$ cat src/common/i2c_cond_pkg.sv
// Constants and types for the bus-condition control block
package i2c_cond_pkg;

   // Register byte addresses (word aligned)
   localparam logic [3:0] ADDR_COND_CTRL = 4'h0;
   localparam logic [3:0] ADDR_IRQ_STAT  = 4'h4;
   localparam logic [3:0] ADDR_IRQ_MASK  = 4'h8;
   localparam logic [3:0] ADDR_MODE      = 4'hC;

   // Control register bit positions
   localparam int BIT_BUSY    = 7;
   localparam int BIT_INHIBIT = 6;
   localparam int BIT_SDA_MON = 5;
   localparam int BIT_RSVD4   = 4;
   localparam int BIT_SCL_MON = 3;
   localparam int BIT_RSVD2   = 2;

   // Status / mask bit positions
   localparam int IRQ_START_SEEN = 0;
   localparam int IRQ_STOP_SEEN  = 1;
   localparam int IRQ_CMD_DONE   = 2;
   localparam int IRQ_W          = 3;

   // Mode register bit
   localparam int BIT_MASTER = 0;

   localparam logic [31:0] RD_ZERO = 32'h0000_0000;

   // Condition timing: half of a 100 kHz bus period
   localparam int HALF_PERIOD_NS = 5000;
   localparam int CLK_PERIOD_NS  = 5;
   localparam int HALF_CYC       = HALF_PERIOD_NS / CLK_PERIOD_NS;
   localparam int CNT_W          = 10;
   localparam logic [CNT_W-1:0] HALF_CNT = CNT_W'(HALF_CYC - 1);
   localparam logic [CNT_W-1:0] CNT_ZERO = 10'h000;

   typedef enum logic [2:0] {
      ST_IDLE,
      ST_START_SETUP,
      ST_START_LOW,
      ST_STOP_SDA_LOW,
      ST_STOP_SCL_HIGH,
      ST_STOP_RELEASE
   } cond_state_t;

   typedef struct packed {
      logic scl;
      logic sda;
   } line_pair_t;

endpackage

$ cat src/rtl/i2c_bus_condition_control.sv
// Start/stop generation, bus-occupancy tracking and drive monitor for I2C
// Line levels are synchronised and debounced before edge detection.
// Commands drive an open-drain sequencer paced in half bus periods.
// Busy reflects what the bus shows, so other masters count too.
module i2c_bus_condition_control
   import i2c_cond_pkg::*;
(
   input  wire logic        clk_i,
   input  wire logic        rst_i,
   input  wire logic        cyc_i,
   input  wire logic        stb_i,
   input  wire logic        we_i,
   input  wire logic [3:0]  adr_i,
   input  wire logic [3:0]  sel_i,
   input  wire logic [31:0] dat_i,
   output logic      [31:0] dat_o,
   output logic             ack_o,
   output logic             irq_o,
   input  wire logic        scl_i,
   input  wire logic        sda_i,
   output logic             scl_o,
   output logic             scl_oe_o,
   output logic             sda_o,
   output logic             sda_oe_o
);

   // Three-stage line samplers; stage 0 only feeds stage 1
   line_pair_t       s0_q;
   line_pair_t       s1_q;
   line_pair_t       s2_q;
   line_pair_t       prev_q;
   logic             busy_q;
   logic             master_q;
   logic [IRQ_W-1:0] stat_q;
   logic [IRQ_W-1:0] mask_q;
   cond_state_t      st_q;
   logic [CNT_W-1:0] cnt_q;
   logic             drv_sda_q;
   logic             drv_scl_q;
   logic             cmd_done;

   // One address decode shared by every register write
   function automatic logic reg_hit(input logic       strobe,
                                    input logic [3:0] addr,
                                    input logic [3:0] target);
      return strobe && (addr == target);
   endfunction

   // Byte registers sit in the low lane of a zero word
   function automatic logic [31:0] to_word(input logic [7:0] b);
      return {24'h00_0000, b};
   endfunction

   wire logic req     = cyc_i && stb_i && !ack_o;
   wire logic wr_lane = req && we_i && sel_i[0];
   wire logic ctrl_wr = reg_hit(wr_lane, adr_i, ADDR_COND_CTRL);
   wire logic stat_wr = reg_hit(wr_lane, adr_i, ADDR_IRQ_STAT);
   wire logic mask_wr = reg_hit(wr_lane, adr_i, ADDR_IRQ_MASK);
   wire logic mode_wr = reg_hit(wr_lane, adr_i, ADDR_MODE);
   wire logic cond_ok = ctrl_wr && master_q && !dat_i[BIT_INHIBIT] && st_q == ST_IDLE;
   wire logic do_start = cond_ok && dat_i[BIT_BUSY];
   wire logic do_stop  = cond_ok && !dat_i[BIT_BUSY];

   function automatic logic settled(input logic a, input logic b);
      return a == b;
   endfunction

   always_ff @(posedge clk_i) begin
      if (rst_i) begin
         s0_q   <= '{scl: 1'b1, sda: 1'b1};
         s1_q   <= '{scl: 1'b1, sda: 1'b1};
         s2_q   <= '{scl: 1'b1, sda: 1'b1};
         prev_q <= '{scl: 1'b1, sda: 1'b1};
      end else begin
         s0_q <= '{scl: scl_i, sda: sda_i};
         s1_q <= s0_q;
         s2_q <= s1_q;
         if (settled(s1_q.scl, s2_q.scl)) begin
            prev_q.scl <= s2_q.scl;
         end
         if (settled(s1_q.sda, s2_q.sda)) begin
            prev_q.sda <= s2_q.sda;
         end
      end
   end

   // Agreed new levels of the lines; a one-sample glitch never counts,
   // at the price of three cycles of latency on every edge
   wire logic sda_new  = settled(s1_q.sda, s2_q.sda) ? s2_q.sda : prev_q.sda;
   wire logic scl_high = prev_q.scl && settled(s1_q.scl, s2_q.scl) && s2_q.scl;
   wire logic start_seen = scl_high && prev_q.sda && !sda_new;
   wire logic stop_seen  = scl_high && !prev_q.sda && sda_new;

   // Occupancy follows the observed bus, not the command
   always_ff @(posedge clk_i) begin
      if (rst_i) begin
         busy_q <= 1'b0;
      end else if (start_seen) begin
         busy_q <= 1'b1;
      end else if (stop_seen) begin
         busy_q <= 1'b0;
      end
   end

   // Conditions are only issued once software has chosen master mode
   always_ff @(posedge clk_i) begin
      if (rst_i) begin
         master_q <= 1'b0;
      end else if (mode_wr) begin
         master_q <= dat_i[BIT_MASTER];
      end
   end

   // Condition sequencer; a repeated start first releases SDA with SCL low
   always_ff @(posedge clk_i) begin
      if (rst_i) begin
         st_q      <= ST_IDLE;
         cnt_q     <= CNT_ZERO;
         drv_sda_q <= 1'b1;
         drv_scl_q <= 1'b1;
      end else if (cnt_q != CNT_ZERO) begin
         cnt_q <= cnt_q - 1'b1;
      end else begin
         unique case (st_q)
            ST_IDLE: begin
               if (do_start) begin
                  drv_sda_q <= 1'b1;
                  st_q      <= ST_START_SETUP;
                  cnt_q     <= HALF_CNT;
               end else if (do_stop) begin
                  drv_sda_q <= 1'b0;
                  st_q      <= ST_STOP_SDA_LOW;
                  cnt_q     <= HALF_CNT;
               end
            end
            // SCL is released first; SDA falls only once SCL is high
            ST_START_SETUP: begin
               drv_scl_q <= 1'b1;
               if (drv_scl_q) begin
                  drv_sda_q <= 1'b0;
                  st_q      <= ST_START_LOW;
               end
               cnt_q <= HALF_CNT;
            end
            // Hold SCL low so the first data bit may be set up
            ST_START_LOW: begin
               drv_scl_q <= 1'b0;
               st_q      <= ST_IDLE;
               cnt_q     <= HALF_CNT;
            end
            // SDA already low; release SCL before SDA
            ST_STOP_SDA_LOW: begin
               drv_scl_q <= 1'b1;
               st_q      <= ST_STOP_SCL_HIGH;
               cnt_q     <= HALF_CNT;
            end
            ST_STOP_SCL_HIGH: begin
               drv_sda_q <= 1'b1;
               st_q      <= ST_STOP_RELEASE;
               cnt_q     <= HALF_CNT;
            end
            // Bus free time before another command
            ST_STOP_RELEASE: begin
               st_q <= ST_IDLE;
            end
            default: st_q <= ST_IDLE;
         endcase
      end
   end

   // One-cycle event at the last half period of each command
   assign cmd_done = (cnt_q == CNT_ZERO)
                     && (st_q == ST_START_LOW || st_q == ST_STOP_RELEASE);

   // Open-drain: only a low is driven, a high is released
   // Registered so the pins never see decode glitches
   always_ff @(posedge clk_i) begin
      if (rst_i) begin
         sda_o    <= 1'b0;
         scl_o    <= 1'b0;
         sda_oe_o <= 1'b0;
         scl_oe_o <= 1'b0;
      end else begin
         sda_o    <= 1'b0;
         scl_o    <= 1'b0;
         sda_oe_o <= !drv_sda_q;
         scl_oe_o <= !drv_scl_q;
      end
   end

   // Sticky events; a new event wins over a write-one clear
   logic [IRQ_W-1:0] ev;
   always_comb begin
      ev = '0;
      ev[IRQ_START_SEEN] = start_seen;
      ev[IRQ_STOP_SEEN]  = stop_seen;
      ev[IRQ_CMD_DONE]   = cmd_done;
   end

   always_ff @(posedge clk_i) begin
      if (rst_i) begin
         stat_q <= '0;
      end else begin
         if (stat_wr) begin
            stat_q <= (stat_q & ~dat_i[IRQ_W-1:0]) | ev;
         end else begin
            stat_q <= stat_q | ev;
         end
      end
   end

   always_ff @(posedge clk_i) begin
      if (rst_i) begin
         mask_q <= '0;
      end else if (mask_wr) begin
         mask_q <= dat_i[IRQ_W-1:0];
      end
   end

   // Level output, one cycle behind the status bits
   always_ff @(posedge clk_i) begin
      if (rst_i) begin
         irq_o <= 1'b0;
      end else begin
         irq_o <= |(stat_q & mask_q);
      end
   end

   // Control byte image; the stored busy value comes only from the bus
   logic [7:0] ctrl_rd;
   always_comb begin
      ctrl_rd = '0;
      ctrl_rd[BIT_BUSY]    = busy_q;
      ctrl_rd[BIT_INHIBIT] = 1'b1;
      ctrl_rd[BIT_SDA_MON] = drv_sda_q;
      ctrl_rd[BIT_RSVD4]   = 1'b1;
      ctrl_rd[BIT_SCL_MON] = drv_scl_q;
      ctrl_rd[BIT_RSVD2]   = 1'b1;
   end

   // Wishbone slave: one registered answer per request, one cycle after it
   always_ff @(posedge clk_i) begin
      if (rst_i) begin
         ack_o <= 1'b0;
      end else begin
         ack_o <= req;
      end
   end

   // Read data stands only in the ack cycle; unmapped words read zero
   always_ff @(posedge clk_i) begin
      if (rst_i) begin
         dat_o <= RD_ZERO;
      end else if (req && !we_i) begin
         unique case (adr_i)
            ADDR_COND_CTRL: dat_o <= to_word(ctrl_rd);
            ADDR_IRQ_STAT:  dat_o <= to_word(8'(stat_q));
            ADDR_IRQ_MASK:  dat_o <= to_word(8'(mask_q));
            ADDR_MODE:      dat_o <= to_word(8'(master_q));
            default:        dat_o <= RD_ZERO;
         endcase
      end else begin
         dat_o <= RD_ZERO;
      end
   end

endmodule // i2c_bus_condition_control

$ cat config.mk
export PLATFORM = sky130hd
export DESIGN_NAME = i2c_bus_condition_control
export DESIGN_NICKNAME = d
export VERILOG_FILES = /design/src/common/i2c_cond_pkg.sv /design/src/rtl/i2c_bus_condition_control.sv
export SDC_FILE = /design/constraint.sdc
export NUM_CORES = 1
export LEC_CHECK = 0
export BUFFER_PORTS_ARGS = -buffer_cell sky130_fd_sc_hd__buf_2
export CAP_MARGIN = 20
export CORE_MARGIN = 5
export CORE_UTILIZATION = 47
export CTS_CLUSTER_DIAMETER = 30
export DETAILED_ROUTE_END_ITERATION = 8
export PLACE_DENSITY = 0.79
export SYNTH_ARGS = -nofsm -noshare
export SYNTH_HDL_FRONTEND = slang
export SYNTH_SLANG_ARGS = --single-unit
$ cat constraint.sdc
create_clock -name clk_i -period 2.9 [get_ports clk_i]
set_input_delay 0.58 -clock clk_i [delete_from_list [all_inputs] [get_ports clk_i]]
set_output_delay 0.58 -clock clk_i [all_outputs]
set_load 0.03 [all_outputs]
* After elaboration in Yosys (flattened, before gate mapping)
Index checks and enable logic that the tools add are counted.
** Operators by class
- $add $sub $neg :: 1
- Multiply operators :: 0
- Div/mod/pow operators :: 0
- Order comparisons :: 0
- Equality and inequality tests :: 13
- Shifts and indexed selects :: 0
- Multiplexer cells :: 18
- Bitwise logic cells :: 7
- Reductions and logical operators :: 46
** Operator list (number)
- $pmux W8 S4 :: 1
- $mux W10 :: 3
- $logic_and A1 B1 Y1 :: 21
- $pmux W10 S2 :: 1
- $mux W3 :: 4
- $pmux W3 S4 :: 1
- $logic_not A10 Y1 :: 1
- $reduce_bool A10 Y1 :: 1
- $sub A10 B1 Y10 const B :: 1
- $eq A4 B4 Y1 const B :: 2
- $logic_not A1 Y1 :: 8
- $and A3 B3 Y3 :: 2
- $eq A3 B2 Y1 const B :: 2
- $eq A3 B3 Y1 const B :: 2
- $mux W1 :: 6
- $or A3 B3 Y3 :: 2
- $reduce_bool A3 Y1 :: 2
- $eq A4 B3 Y1 const B :: 1
- $logic_not A4 Y1 :: 1
- $ne A4 B3 Y1 const B :: 1
- $reduce_and A2 Y1 :: 2
- $reduce_and A4 Y1 :: 1
- $reduce_bool A2 Y1 :: 2
- $reduce_or A2 Y1 :: 2
- other kinds (13) :: 15
** Word-level totals
- Bits in registers :: 67
- Latch bits :: 0
- Bits in writable memories :: 0
- Memory bits (read-only) :: 0
- Bits of input ports :: 47
- Output and inout port bits :: 38
- Word-level logic and storage cells :: 106
- Memories :: 0

* Longest topological paths before layout
- Word-level depth :: 13
- Mapped depth :: 8
- Depth with buffers taken out :: 6

* Worst setup path after synthesis
OpenSTA, ideal clock, no wires.
- Path type :: in2reg
- From :: in adr_i[2]
- To :: reg cnt_q[1]
- Setup time :: 121 ps
- Data arrival time :: 1981 ps
- Data required time :: 2779 ps
- Slack :: 797 ps
- Cell stages on the path :: 5
- Buffers on the path :: 1
- Path through :: buf_2 or4b_4 o31ai_4 a21oi_4 mux2_4
** Between the ends
- Word-level cells in the longest chain between the ends :: 9
- Elaborated cells between the ends (all ways) :: 12
- Those cells by class :: eq/ne (1); mux (3); reduce/logical (8)
** RTL lines
- start, declared :: line i2c_bus_condition_control.sv:13 : input wire logic [3:0] adr_i,
- $logic_not A4 Y1 (*) :: line i2c_bus_condition_control.sv:46 : return strobe && (addr == target);
- $logic_and A1 B1 Y1 (*) :: line i2c_bus_condition_control.sv:46
- $logic_and A1 B1 Y1 (*) (3 in a row) :: line i2c_bus_condition_control.sv:60 : wire logic cond_ok = ctrl_wr && master_q && !dat_i[BIT_INHIBIT] && st_q == ST_IDLE;
- $logic_and A1 B1 Y1 :: line i2c_bus_condition_control.sv:61 : wire logic do_start = cond_ok && dat_i[BIT_BUSY];
- $mux W10 :: line i2c_bus_condition_control.sv:126 : if (do_start) begin
- $pmux W10 S2 :: line i2c_bus_condition_control.sv:124 : unique case (st_q)
- $mux W10 :: line i2c_bus_condition_control.sv:121 : end else if (cnt_q != CNT_ZERO) begin
- end signal, assigned :: line i2c_bus_condition_control.sv:122 : cnt_q <= cnt_q - 1'b1;
- end, declared :: line i2c_bus_condition_control.sv:37 : logic [CNT_W-1:0] cnt_q;
Mark *: on every way between the ends. The rest lies on a longest branch, timed or not.
A chain may end at the register's enable or synchronous reset.

* Worst setup path after layout
- From :: reg cnt_q[0]
- To :: reg cnt_q[1]
** Between the ends
- Word-level cells in the longest chain between the ends :: 3
- Elaborated cells between the ends (all ways) :: 6
- Those cells by class :: add/sub (1); eq/ne (1); mux (1); reduce/logical (3)
** RTL lines
- parallel branches: the longest is 3 deep, another holds $sub A10 B1 Y10
Parallel ways; which one is timed is not known.

==> results.sh <==
export IMPL_hold_path_endpoint="s1_q[1]"
export IMPL_hp_class="reg -> reg"
export IMPL_worst_pin_slew_ns=0.617
export IMPL_synthTopCellsByArea="dfxtp_1, buf_4, a21oi_1"
export IMPL_final_hold_worst_slack_ns=0.411
export IMPL_synth_area_mux_share=0.0376
export IMPL_portBuffers=28
export IMPL_post_synth_fa_ha_maj_area_fraction=0.00616
export IMPL_global_route_overflow_total=0
export IMPL_clk_latency_ns=0.29
export IMPL_antenna_violating_nets_remaining=0
export IMPL_critPathBufInv=1
export IMPL_fp_row_count=24
export IMPL_layout_worst_path_cycle_share=0.763
export IMPL_number_of_detailed_routing_iterations_run_before_antenna_repair=5
export IMPL_outcome="finished, final reports clean"
export IMPL_worst_hold_startpoint="s0_q[1]"
export IMPL_synth_top_family_by_area="simple AND/OR/NAND/NOR gates"
export IMPL_end_kind="flop"
export IMPL_synth_seq_area_share=0.414
export IMPL_timing_rr_end="cnt_q[1]"
export IMPL_worst_hold_path_num_cells=1
export IMPL_path_cells="inv_1, ha_1, or3b_1, or3_4, a21oi_4, mux2_4"
export IMPL_synth_top_cell_area_share=0.414
export IMPL_timing_final_setup_violations=0
export IMPL_timing_max_cap_violations=0
export IMPL_timing_critical_path_from_type="flop"
export IMPL_post_cts_resize_count=0
export IMPL_gp_routability_congestion=0.878
export IMPL_synthCells=221
export IMPL_ys_flop_type="dfxtp_1"
export IMPL_path_clk_slew_ns=0.07
export IMPL_drv_slew=0
export IMPL_place_ws_ns=0.616
export IMPL_final_layout_size_suffix_gt1_frac=0.237
export IMPL_die_w_um=75.7
export IMPL_synth_area_mm2=0.00203
export IMPL_grtUsageMet2=0.179
export IMPL_post_layout_min_period_ns=2.21
export IMPL_synth_common_cells="dfxtp_1, buf_4, nor2_1"
export IMPL_synth_top_area_cell="dfxtp_1"
export IMPL_yosysWarnings=0
export IMPL_ff2ff_path_depth=6
export IMPL_slowest_delay_ns=0.51
export IMPL_avgSynthCellArea_um2=9.19
export IMPL_final_antenna_diode_count=0
export IMPL_grt_start_max_net_pins=39
export IMPL_clock_root_buffer="clkbuf_8"
export IMPL_nFillCells=399
export IMPL_synth_compound_gate_area_share=0.169
export IMPL_cts_hold_buf=0
export IMPL_irDropWorstVdd_v=0.000294
export IMPL_setup_total_negative_slack_ns=0
export IMPL_slew_headroom=0.584
export IMPL_crit_arrival_ns=2.39
export IMPL_placeableCoreArea_mm2=0.00426
export IMPL_criticalPathCategory="reg -> reg"
export IMPL_grt_total_usage=0.123
export IMPL_clock_tree_from_tritoncts="yes"
export IMPL_clock_sinks=42
export IMPL_gr_max_usage_layer="met2"
export IMPL_gr_usage_met3=0.0303
export IMPL_grt_pass1_vias=1234
export IMPL_worstReg2RegStart="cnt_q[0]"
export IMPL_timing_critical_path_max_delay_family="simple AND/OR/NAND/NOR gates"
export IMPL_post_synth_top_count_cell="dfxtp_1"
export IMPL_area_delta_synth_final_pct=6.41
export IMPL_initial_core_util=0.476
export IMPL_drt_vias_per_instance=5.16
export IMPL_synth_cell_types=55
export IMPL_clock_skew_final_ns=0.00541
export IMPL_die_h_um=75.7
export IMPL_antenna_violations_before_repair=0
export IMPL_unrepaired_setup_endpoints_after_global_routing="false"
export IMPL_post_layout_nets=292
export IMPL_synthArstFlopShare=0
export IMPL_final_critical_path_setup_slack_ns=0.688
export IMPL_synth_simple_gate_area_frac=0.224
export IMPL_grt_pass1_wl_um=5500
export IMPL_die_area_mm2=0.00574
export IMPL_ys_ff_latch=42
export IMPL_max_fo_critical_path=9
export IMPL_finish_instance_area_mm2=0.00216
export IMPL_htree_levels=2
export IMPL_clock_tree_buffer_depth=2
export IMPL_synth_edff_count=0
export IMPL_post_cts_repair_setup_buffers=0
export IMPL_reg2reg_slack_ns=0.69
export IMPL_finalCoreUtilization=0.507
export IMPL_detail_route_wirelength_um=3610
export IMPL_drt_first_iter_violations=151
export IMPL_drt_drc_violations_left=0
export IMPL_route_vias_total=1534
export IMPL_hpwlAfterDp_um=2620
export IMPL_routed_wire_length_per_instance_um=12.2
export IMPL_achievable_frequency_mhz=452
export IMPL_final_hold_violation_count=0
export IMPL_floorplan_io_pins=85
export IMPL_numCtsBuffers=5
export IMPL_power_per_unit_of_standard_cell_area_mw_per_mm2=773
export IMPL_post_synth_xor_area_fraction=0
export IMPL_dpl_instance_area_mm2=0.00207
export IMPL_grt_util_met1=0.173
export IMPL_cp_slowest_cell="or3b_1"
export IMPL_worstPathRequired_ns=3.08
export IMPL_power_leakage_nw=0.939
==> sequential cells by signal, indices dropped and copies added (netlist names) <==
| name | cells |
|---|---|
| busy_q | 1 |
| scl_oe_o | 1 |
| mask_q | 3 |
| sda_oe_o | 1 |
| master_q | 1 |
| s0_q | 2 |
| irq_o | 1 |
| ack_o | 1 |
| drv_sda_q | 1 |
| s1_q | 2 |
| st_q | 3 |
| prev_q | 2 |
| s2_q | 2 |
| stat_q | 3 |
| dat_o | 7 |
| cnt_q | 10 |
| drv_scl_q | 1 |
==> cells by family (layout without fill, tap and decap cells) <==
family	Yosys count	in the layout
AND/OR/NAND/NOR	75	75
AO/OA/AOI/OAI	49	49
buffers and inverters	46	45
flip-flops	42	42
multiplexers	7	7
adder cells (fa/ha/maj)	1	1
other	1	26
==> worst max path at each step <==
stage	to	from	slack (ns)	cells after the start
floorplan	cnt_q[1]	adr_i[2]	0.80	5
global placement	cnt_q[1]	adr_i[1]	0.60	5
detailed placement	cnt_q[1]	adr_i[1]	0.62	5
CTS	cnt_q[1]	cnt_q[0]	0.70	6
global route	cnt_q[7]	cnt_q[0]	0.58	7
finish	cnt_q[1]	cnt_q[0]	0.69	6
==> where the power goes <==
part           total [mW]  switching, mW  leakage (nW)  internal, mW
clock               0.382          0.190        0.0482         0.192
sequential          0.699         0.0597         0.342         0.639
combinational       0.590          0.339         0.549         0.251
total                1.67          0.588         0.939          1.08
==> layout make-up <==
cell class              count  area [um2]  area share
multi-input cells         158         986       0.456
flip-flops and latches     42         841       0.389
repair buffers             29         148      0.0683
clock buffers               7        86.3      0.0400
well taps                  52        65.1      0.0301
inverters                   8        30.0      0.0139
clock inverters             1        5.00     0.00232
==> metal layers <==
layer	up-vias	share of wire
met2	62	0.46
met4	0	0.013
met5	-	0
li1	782	-
met1	683	0.45
met3	7	0.069
==> stage by stage <==
step	power [mW]	cells
2_1_floorplan	1.27	246
3_3_place_gp	1.27	289
3_5_place_dp	1.29	289
4_1_cts	1.67	297
5_1_grt	1.77	297
6_report	1.67	297
==> cell usage in the layout (no fill, tap or decap), drive strengths merged, types with 4 or more instances in the layout <==
master | Yosys | routed
nand2 | 4 | 4
nand3 | 5 | 5
inv | 8 | 8
a21oi | 20 | 20
o21ai | 9 | 9
dfxtp | 42 | 42
buf | 32 | 29
nor3 | 6 | 6
or2 | 6 | 6
mux2i | 5 | 5
conb | 1 | 26
nor2 | 20 | 20
clkbuf | 6 | 7
or3 | 8 | 8
No activity file was read; power rests on OpenSTA's default activity.
